--- src/hw/iss_pkg.sv ---
package iss_pkg;
    localparam int CHANNELS      = 8;
    localparam int CLK_FREQ_HZ   = 50_000_000;
    localparam int FILT_LONG_MS  = 3;
    localparam int FILT_SHORT_MS = 1;
    localparam int TICK_CYCLES   = CLK_FREQ_HZ / 1000;
    localparam int FILT_LONG_TICKS  = FILT_LONG_MS;
    localparam int FILT_SHORT_TICKS = FILT_SHORT_MS;
    localparam int TICK_W        = 16;
    localparam int FILT_CNT_W    = 3;
    localparam logic [CHANNELS-1:0] SHIFT_RESET = 8'h00;

    typedef enum logic [1:0]
    {
        ISS_FILT_BYPASS   = 2'b01,
        ISS_FILT_1MS      = 2'b10,
        ISS_FILT_3MS      = 2'b11,
        ISS_FILT_RESERVED = 2'b00
    } iss_filt_sel_t;

    typedef enum logic [1:0]
    {
        ISS_TEMP_OK   = 2'b00,
        ISS_TEMP_HOT  = 2'b01,
        ISS_TEMP_SHDN = 2'b11
    } iss_temp_state_t;
endpackage

--- src/hw/iss_serializer.sv ---
`timescale 1ns/1ps
// How it works
// - one eight-stage parallel-in serial-out register
// - low load strobe loads all stages unconditionally
// - high load strobe blocks parallel capture
// - shift on clock rise, strobe high, gate low
// - gate high with strobe high holds register contents
// - stages move toward output, cascade input enters
// - eight shifts empty register, cascade bits follow
// - load captures field inputs zero to seven
// - over first trip point pull flag low
// - over second trip point float serial and flag outputs
// - floating flag still reads low via pulldown
// - register end drives the serial output
// - field level latched after selected filter time
module iss_serializer
    import iss_pkg::*;
#(
    parameter int N          = CHANNELS,
    parameter int TICK_COUNT = TICK_CYCLES
)
(
    input  wire logic          sys_clk,
    input  wire logic          rst_b,
    input  wire logic [N-1:0]  field_input,
    input  wire logic          filter_select_hi,
    input  wire logic          filter_select_lo,
    input  wire logic          load_strobe_n,
    input  wire logic          shift_clock,
    input  wire logic          shift_gate_n,
    input  wire logic          cascade_serial_in,
    input  wire logic          temp_over_first,
    input  wire logic          temp_over_second,
    output logic               serial_out_line,
    output logic               serial_out_oe_n,
    output logic               overtemp_flag_n,
    output logic               overtemp_flag_oe_n,
    output logic               overtemp_pulldown
);
    logic [N-1:0]    latched_input_lines;
    logic            tick;
    iss_filt_sel_t   filterSel;
    logic [N-1:0]    shift_reg;
    logic [N-1:0]    shift_next;
    logic            shiftClk_reg;
    logic            shiftOut_next;
    iss_temp_state_t temp_reg;
    iss_temp_state_t temp_next;
    logic            flagN_next;
    logic            flagOeN_next;
    logic            soOeN_next;
    logic            pull_next;

    assign filterSel = iss_filt_sel_t'({filter_select_hi, filter_select_lo});

    iss_tick_div #(
        .CYCLES (TICK_COUNT)
    ) u_tick (
        .sys_clk (sys_clk),
        .rst_b   (rst_b),
        .tick    (tick)
    );

    genvar gi;
    generate
        for (gi = 0; gi < N; gi++)
        begin : g_filt
            iss_debounce u_db (
                .sys_clk    (sys_clk),
                .rst_b      (rst_b),
                .tick       (tick),
                .filterSel  (filterSel),
                .fieldIn    (field_input[gi]),
                .latchedOut (latched_input_lines[gi])
            );
        end
    endgenerate

    // shift register: index N-1 is the stage nearest the output
    always_comb
    begin
        shift_next = shift_reg;
        if (!load_strobe_n)
            shift_next = latched_input_lines;
        else if (shift_clock && !shiftClk_reg && !shift_gate_n)
            shift_next = {shift_reg[N-2:0], cascade_serial_in};
        // strobe high and no qualified edge: hold, no capture
        shiftOut_next = shift_next[N-1];
    end

    always_ff @(posedge sys_clk or negedge rst_b)
    begin
        if (!rst_b)
        begin
            shift_reg       <= SHIFT_RESET;
            shiftClk_reg    <= 1'b0;
            serial_out_line <= 1'b0;
        end
        else
        begin
            shift_reg       <= shift_next;
            shiftClk_reg    <= shift_clock;
            serial_out_line <= shiftOut_next;
        end
    end

    // thermal supervisor
    always_comb
    begin
        if (temp_over_second)
            temp_next = ISS_TEMP_SHDN;
        else if (temp_over_first)
            temp_next = ISS_TEMP_HOT;
        else
            temp_next = ISS_TEMP_OK;
        case (temp_next)
            ISS_TEMP_OK:
            begin
                flagN_next   = 1'b1;
                flagOeN_next = 1'b0;
                soOeN_next   = 1'b0;
                pull_next    = 1'b0;
            end
            ISS_TEMP_HOT:
            begin
                flagN_next   = 1'b0;
                flagOeN_next = 1'b0;
                soOeN_next   = 1'b0;
                pull_next    = 1'b0;
            end
            ISS_TEMP_SHDN:
            begin
                flagN_next   = 1'b0;
                flagOeN_next = 1'b1;
                soOeN_next   = 1'b1;
                pull_next    = 1'b1;
            end
            default:
            begin
                flagN_next   = 1'b1;
                flagOeN_next = 1'b0;
                soOeN_next   = 1'b0;
                pull_next    = 1'b0;
            end
        endcase
    end

    always_ff @(posedge sys_clk or negedge rst_b)
    begin
        if (!rst_b)
        begin
            temp_reg           <= ISS_TEMP_OK;
            overtemp_flag_n    <= 1'b1;
            overtemp_flag_oe_n <= 1'b0;
            serial_out_oe_n    <= 1'b0;
            overtemp_pulldown  <= 1'b0;
        end
        else
        begin
            temp_reg           <= temp_next;
            overtemp_flag_n    <= flagN_next;
            overtemp_flag_oe_n <= flagOeN_next;
            serial_out_oe_n    <= soOeN_next;
            overtemp_pulldown  <= pull_next;
        end
    end
endmodule

--- src/hw/iss_tick_div.sv ---
`timescale 1ns/1ps
module iss_tick_div
    import iss_pkg::*;
#(
    parameter int CYCLES = TICK_CYCLES
)
(
    input  wire logic sys_clk,
    input  wire logic rst_b,
    output logic      tick
);
    logic [TICK_W-1:0] cnt_reg;
    logic [TICK_W-1:0] cnt_next;
    logic              tick_next;

    always_comb
    begin
        tick_next = 1'b0;
        cnt_next  = cnt_reg + 16'h0001;
        if (cnt_reg == TICK_W'(CYCLES - 1))
        begin
            cnt_next  = 16'h0000;
            tick_next = 1'b1;
        end
    end

    always_ff @(posedge sys_clk or negedge rst_b)
    begin
        if (!rst_b)
        begin
            cnt_reg <= 16'h0000;
            tick    <= 1'b0;
        end
        else
        begin
            cnt_reg <= cnt_next;
            tick    <= tick_next;
        end
    end
endmodule

--- src/hw/iss_debounce.sv ---
`timescale 1ns/1ps
module iss_debounce
    import iss_pkg::*;
(
    input  wire logic          sys_clk,
    input  wire logic          rst_b,
    input  wire logic          tick,
    input  wire iss_filt_sel_t filterSel,
    input  wire logic          fieldIn,
    output logic               latchedOut
);
    logic                  stable_reg;
    logic                  stable_next;
    logic [FILT_CNT_W-1:0] cnt_reg;
    logic [FILT_CNT_W-1:0] cnt_next;
    logic [FILT_CNT_W-1:0] limit;

    always_comb
    begin
        limit = (filterSel == ISS_FILT_1MS) ? FILT_CNT_W'(FILT_SHORT_TICKS)
                                            : FILT_CNT_W'(FILT_LONG_TICKS);
        stable_next = stable_reg;
        cnt_next    = cnt_reg;
        if (filterSel == ISS_FILT_BYPASS)
        begin
            stable_next = fieldIn;
            cnt_next    = '0;
        end
        else if (fieldIn == stable_reg)
            cnt_next = '0;
        else if (tick)
        begin
            // count whole ticks; reserved code acts as the long filter
            if (cnt_reg + 3'd1 >= limit)
            begin
                stable_next = fieldIn;
                cnt_next    = '0;
            end
            else
                cnt_next = cnt_reg + 3'd1;
        end
    end

    always_ff @(posedge sys_clk or negedge rst_b)
    begin
        if (!rst_b)
        begin
            stable_reg <= 1'b0;
            cnt_reg    <= '0;
        end
        else
        begin
            stable_reg <= stable_next;
            cnt_reg    <= cnt_next;
        end
    end

    assign latchedOut = stable_reg;
endmodule

--- config.mk ---
export PLATFORM = sky130hd
export DESIGN_NAME = iss_serializer
export DESIGN_NICKNAME = d
export VERILOG_FILES = /design/src/hw/iss_pkg.sv /design/src/hw/iss_serializer.sv /design/src/hw/iss_tick_div.sv /design/src/hw/iss_debounce.sv
export SDC_FILE = /design/constraint.sdc
export NUM_CORES = 1
export LEC_CHECK = 0
export CELL_PAD_IN_SITES_DETAIL_PLACEMENT = 1
export CELL_PAD_IN_SITES_GLOBAL_PLACEMENT = 2
export CORE_ASPECT_RATIO = 1.1
export CORE_MARGIN = 4
export CORE_UTILIZATION = 45
export DETAILED_ROUTE_END_ITERATION = 8
export DONT_BUFFER_PORTS = 1
export GPL_TIMING_DRIVEN = 0
export HOLD_SLACK_MARGIN = 0.06
export PLACE_DENSITY = 0.81
export SLEW_MARGIN = 20
export SYNTH_ARGS = -nofsm -noshare
export SYNTH_HDL_FRONTEND = slang
export SYNTH_SLANG_ARGS = --single-unit
--- constraint.sdc ---
create_clock -name sys_clk -period 4.7 [get_ports sys_clk]
set_clock_uncertainty 0.1 [all_clocks]
set_input_delay 0.94 -clock sys_clk [delete_from_list [all_inputs] [get_ports sys_clk]]
set_output_delay 0.94 -clock sys_clk [all_outputs]
set_load 0.005 [all_outputs]
==> metrics.yaml, run 1 <==
placed_cells: 360
synth-async-reset-ratio_pct: 100
diodes: 0
met2_length_um: 3030
wl_um: 6140
clock_latency_ns: 0.34
synth.largest_area_cell: "dfrtp_1"
num-nets-final: 326
io_pins: 23
die_x_um: 85.9
synth_nets: 315
ys_seq_elements: 60
clkTransAtPathRegs_ns: 0.07
drt-pass1-iter-count: 4
final_hold_viol_count: 0
worstPathArrival_ns: 3.07
cts_tree: "done"
start_kind: "input port"
ys.flop_type: "dfrtp_1"
syn_inst: 280
p_leak_nw: 1.46
endpoint_kind: "register"
regArea_mm2: 0.00150
grt_use_total_pct: 17.4
period_needed_ns: 2.96
grt_antenna_before_repair: 0
h-tree-depth: 3
die_h_um: 93.7
period_share_pct: 62.9
yosys.area_share.adder_pct: 7.08
slew_violations: 0
ctsResizeCount: 0
yosys.cell_count.top_type: "dfrtp_1"
cap_violations: 0
synth_edf_count: 0
hp-class: "in2async"
setup_tns_ns: 0
fp.dieArea_mm2: 0.00805
drc: 0
highest_layer: "met4"
synthXorXnorAreaFrac_pct: 8.17
rows: 30
drt_iter0_markers: 67
core_mm2: 0.00634
cp_max_fo: 7
io_buffer_count: 0
gp_congestion: 0.727
hold_buffers: 0
cts_max_path_buffers: 2
setup_violations: 0
final_cells: 376
slew_headroom_pct: 45.5
grt_pass1_wl_um: 10800
grt_max_degree: 61
postCtsSetupBuffers: 0
synthMuxAreaShare_pct: 5.67
yosys-top-cells-count: "59 x dfrtp_1, 25 x nor2_1, 24 x a21oi_1"
fmax_ghz: 0.338
synth_compound_area_share_pct: 8.50
hpwl_um: 4390
grt_pass1_vias: 2239
reg2reg_depth: 5
largest_reg_flops: 24
yosysSeqAreaShare_pct: 50.0
rsz0062_at_grt: "no"
grt-ovfl-total: 0
vias: 2013
syn_avg_cell_area_um2: 10.7
nFillCells: 703
synth.distinct_cells: 35
initial_utilization_pct: 47.3
cts-root-buf: "clkbuf_8"
outcome: "completed"
clock-sinks: 60
vias_per_cell: 5.35
synth_top_family_by_area: "simple AND/OR/NAND/NOR gates"
worst_pin_slew_ns: 0.797
multi_input_area_mm2: 0.00140
critPathKind: "in2reg"
netlist.area_leader.share_pct: 49.2
crit_required_ns: 4.82
ir_drop_v: 0.000183
synth_top_cells_by_area: "dfrtp_1 49%, ha_1 7.1%, xnor2_1 4.7%"
cts_buffers: 9
drive_above_1_share_pct: 12.5
ys.warnings.count: 0
wl_met1_um: 2790
synth_area_mm2: 0.00300
p_per_area_mw_per_mm2: 397
wl_met3_um: 219
drtAntennaViolNets: 0
syn2layout_area_growth_pct: 9.08
synth_simple_gate_area_share_pct: 17.3
detail_route.wl_per_cell_um: 16.3
==> cell families after synthesis <==
logic type,Yosys count
adder cells (fa/ha/maj),17
XOR/XNOR,28
AO/OA/AOI/OAI,36
buffers and inverters,23
flip-flops,60
multiplexers,16
AND/OR/NAND/NOR,100
==> layout by cell type (no fill, tap or decap), drive strengths merged <==
| master | netlist | routed |
|---|---|---|
| and3 | 1 | 1 |
| nor2 | 25 | 25 |
| a2111oi | 7 | 7 |
| or4b | 2 | 2 |
| nand4 | 5 | 5 |
| mux2i | 8 | 8 |
| nor4 | 2 | 2 |
| mux2 | 8 | 8 |
| nand2 | 18 | 18 |
| clkinv | 0 | 2 |
| nor3b | 8 | 8 |
| a21oi | 24 | 24 |
| nor3 | 8 | 8 |
| inv | 11 | 11 |
| nand3 | 21 | 21 |
| o21ai | 1 | 1 |
| clkbuf | 5 | 19 |
| buf | 7 | 7 |
| ha | 17 | 17 |
| a21o | 1 | 1 |
| xnor2 | 16 | 16 |
| nand3b | 2 | 2 |
| dfstp | 1 | 1 |
| nor2b | 5 | 5 |
| xor2 | 12 | 12 |
| nand2b | 1 | 1 |
| or3 | 1 | 1 |
| dfrtp | 59 | 59 |
| o21bai | 2 | 2 |
| a22o | 1 | 1 |
| or2 | 1 | 1 |
==> power by group <==
group          internal [mW]  total, mW  switching (mW)
registers              0.585      0.647          0.0618
logic                  0.116      0.239           0.123
clock network          0.219      0.416           0.197
==> routing by layer <==
layer / vias to the layer above / global-route usage, %
met1: 986 / 22.2
met5: - / 0
li1: 994 / -
met2: 23 / 28.2
met3: 10 / 3.95
met4: 0 / 7.65
==> per-stage QoR <==
step / area [um2] / setup WS [ns] / power, mW / util [%] / hold slack, ns
3_3_place_gp: 3100 / 1.43 / 0.886 / 48.9 / 0.381
3_5_place_dp: 3100 / 1.45 / 0.899 / 48.9 / 0.387
6_report: 3280 / 1.74 / 1.30 / 51.6 / 0.194
5_1_grt: 3280 / 1.59 / 1.38 / 51.6 / 0.170
4_1_cts: 3280 / 1.77 / 1.32 / 51.6 / 0.175
2_1_floorplan: 3000 / 1.93 / 0.832 / - / 0.355
==> critical path, stage by stage <==
cell	delay, ns
nor2b_1	0.62
ha_1	0.36
a2111oi_0	0.73
nor2_1	0.13
mux2_2	0.30
==> final timing paths <==
kind	start	end	slack, ns
min in group sys_clk	u_tick.cnt_reg[0]$_DFF_PN0_	u_tick.cnt_reg[0]$_DFF_PN0_	0.39
worst max-delay path	filter_select_hi	g_filt[5].u_db.latchedOut$_DFFE_PN0P_	1.74
worst min-delay path	rst_b	g_filt[7].u_db.cnt_reg[0]$_DFFE_PN0P_	0.19
max in group asynchronous	rst_b	overtemp_flag_n$_DFF_PN1_	4.10
worst min register to register	u_tick.cnt_reg[0]$_DFF_PN0_	u_tick.cnt_reg[0]$_DFF_PN0_	0.39
worst max register to register	g_filt[5].u_db.cnt_reg[0]$_DFFE_PN0P_	g_filt[5].u_db.latchedOut$_DFFE_PN0P_	2.32
==> area by class of cell <==
| cell class | instances | share of cell area, % |
|---|---|---|
| well taps | 80 | 3.06 |
| flip-flops and latches | 60 | 45.9 |
| inverters | 11 | 1.26 |
| multi-input cells | 197 | 42.8 |
| clock buffers | 14 | 4.97 |
| plain buffers | 12 | 1.76 |
| clock inverters | 2 | 0.306 |
(Power assumes the default switching activity.)
==> inputs of run 2 (changes only) <==
Settings changed: CORE_UTILIZATION 45 to 38, PLACE_DENSITY 0.81 to 0.73.
Clock period 4.7 ns to 2.4 ns, I/O delays scaled along.
==> run 2 against run 1 <==
Via count rose by 2.1%. Critical endpoint is now g_filt[6].u_db.latchedOut$_DFFE_PN0P_. Worst hold slack got worse by 0.030 ns. Cell count rose by 8.0%.
==> metrics.yaml, run 2 (synthesis gave the netlist of run 1 again) <==
reg2reg_depth: 5  # unchanged
final_common_cell: "dfrtp_1"
start_kind: "register"
fp.dieArea_mm2: 0.00939  # +17%
stdcell_area_mm2: 0.00339  # +3.4%
io_pins: 23  # unchanged
initial_utilization_pct: 39.7  # -7.6 points
grt_use_total_pct: 15.3  # -2.1 points
drt-pass1-iter-count: 4  # unchanged
die_h_um: 101  # +8.1%
io_buffer_count: 0  # unchanged
power_mw: 2.56  # +97%
ir_drop_v: 0.000270  # +48%
h-tree-depth: 3  # unchanged
placed_cells: 385  # +6.9%
worst_pin_slew_ns: 0.577  # -0.220 ns
grt_pass1_vias: 2170  # -3.1%
critPathKind: "reg2reg"
cts_buffers: 9  # unchanged
cts_max_path_buffers: 2  # unchanged
diodes: 0  # unchanged
setup_violations: 0  # unchanged
holdPathStages: 1
cts-root-buf: "clkbuf_8"
final_cells: 406  # +8.0%
r2r-start: "g_filt[6].u_db.cnt_reg[0]$_DFFE_PN0P_"
dpl_cell_area_mm2: 0.00313  # +1.0%
final_hold_viol_count: 0  # unchanged
wl_um: 6400  # +4.2%
num-nets-final: 331  # +1.5%
endpoint_kind: "register"
fmax_ghz: 0.475
rsz0062_at_grt: "no"
grt-ovfl-total: 0  # unchanged
period_needed_ns: 2.11
outcome: "completed"
largest_reg_flops: 24  # unchanged
hpwl_um: 4510  # +2.7%
rows: 33  # +10%
r2r-end: "g_filt[6].u_db.latchedOut$_DFFE_PN0P_"
hp-class: "in2reg"
grt_max_degree: 61  # unchanged
vias: 2056  # +2.1%
cts_tree: "done"
grt_antenna_before_repair: 0  # unchanged
drt_iter0_markers: 56  # -16%
gp_congestion: 0.733  # +0.91%
clock_latency_ns: 0.34  # about the same
postLayoutCoreUtil_pct: 44.8  # -6.8 points
cp_max_fo: 3  # -4
worstPathArrival_ns: 2.23  # -0.84 ns
cap_violations: 0  # unchanged
crit_required_ns: 2.53  # -2.29 ns
postCtsSetupBuffers: 0  # unchanged
clkTransAtPathRegs_ns: 0.08  # about the same
grt_pass1_wl_um: 11000  # +1.2%
drtAntennaViolNets: 0  # unchanged
slew_violations: 0  # unchanged
syn2layout_area_growth_pct: 12.8
vias_per_cell: 5.06  # -5.4%
slew_headroom_pct: 61.5  # +16 points
die_x_um: 92.8  # +8.0%
detail_route.wl_per_cell_um: 15.8  # -3.5%
clock-sinks: 60  # unchanged
period_share_pct: 87.8
ff2ff_setup_slack_ns: 0.29  # -2.03 ns
hold_end: "overtemp_pulldown$_DFF_PN0_"
hp-start: "temp_over_second"
p_leak_nw: 1.49  # +1.6%
core_mm2: 0.00756  # +19%
drc: 0  # unchanged
layout_common_cells: "59 x dfrtp_1, 25 x nor2_1, 24 x a21oi_1"
p_per_area_mw_per_mm2: 756  # +90%
drive_above_1_share_pct: 14.3  # +1.8 points
-- run 2: area by class of cell --
class,count,area (um2)
Fill cell,850,4170
Tap cell,105,131
Sequential cell,60,1500
Timing Repair Buffer,5,67.6
Clock inverter,6,40.0
Buffer,12,57.6
Multi-Input combinational cell,197,1410
Clock buffer,10,138
Inverter,11,41.3
-- run 2: through the flow --
| stage | setup TNS, ns | hold WS [ns] | setup slack, ns |
|---|---|---|---|
| 2_1_floorplan | 0 | 0.0844 | 0.0904 |
| 4_1_cts | 0 | 0.150 | 0.0421 |
| 6_report | 0 | 0.163 | 0.294 |
| 3_5_place_dp | -1.98 | 0.0861 | -0.419 |
| 5_1_grt | 0 | 0.142 | 0.146 |
| 3_3_place_gp | -2.40 | 0.0861 | -0.475 |
-- run 2: worst max-delay path by stage --
stage	start	end	slack (ns)	depth (start not counted)
final	g_filt[6].u_db.cnt_reg[0]$_DFFE_PN0P_	g_filt[6].u_db.latchedOut$_DFFE_PN0P_	0.29	5
after global placement	filter_select_hi	g_filt[5].u_db.latchedOut$_DFFE_PN0P_	-0.48	5
after detailed placement	filter_select_hi	g_filt[5].u_db.latchedOut$_DFFE_PN0P_	-0.42	5
after CTS	g_filt[5].u_db.cnt_reg[0]$_DFFE_PN0P_	g_filt[5].u_db.latchedOut$_DFFE_PN0P_	0.04	5
after floorplan	filter_select_hi	g_filt[5].u_db.latchedOut$_DFFE_PN0P_	0.09	5
after global routing	g_filt[6].u_db.cnt_reg[0]$_DFFE_PN0P_	g_filt[6].u_db.latchedOut$_DFFE_PN0P_	0.15	5
-- run 2: what timing repair did --
| item | 4_1_cts | 5_1_grt |
|---|---|---|
| cloned | 0 | 0 |
| endpoints found under the hold margin | 62 | 0 |
| endpoints found under the setup margin | 1 | 3 |
| gates resized for setup | 1 | 2 |
| hold buffers | 5 | 0 |
-- run 2: per-layer routing --
metal	wire (um)	vias up	share of wire, %	GRT usage (%)
met3	318	4	5.0	6.24
met1	2930	1030	46	19.1
met2	3110	23	49	24.5
met4	48	0	0.75	4.40
met5	0	-	0	0
li1	-	999	-	-
-- run 2: worst max-delay path, stage by stage, from the launching register on --
cell	delay, ns
dfrtp_1	0.40
ha_1	0.32
ha_1	0.32
a2111oi_2	0.49
nor2_1	0.09
mux2_2	0.28
-- run 2: where the power goes --
part           switching, mW  leakage [nW]  internal, mW
logic                  0.254         0.634         0.240
clock network          0.411        0.0803         0.398
registers              0.112         0.773          1.15
total                  0.777          1.49          1.78
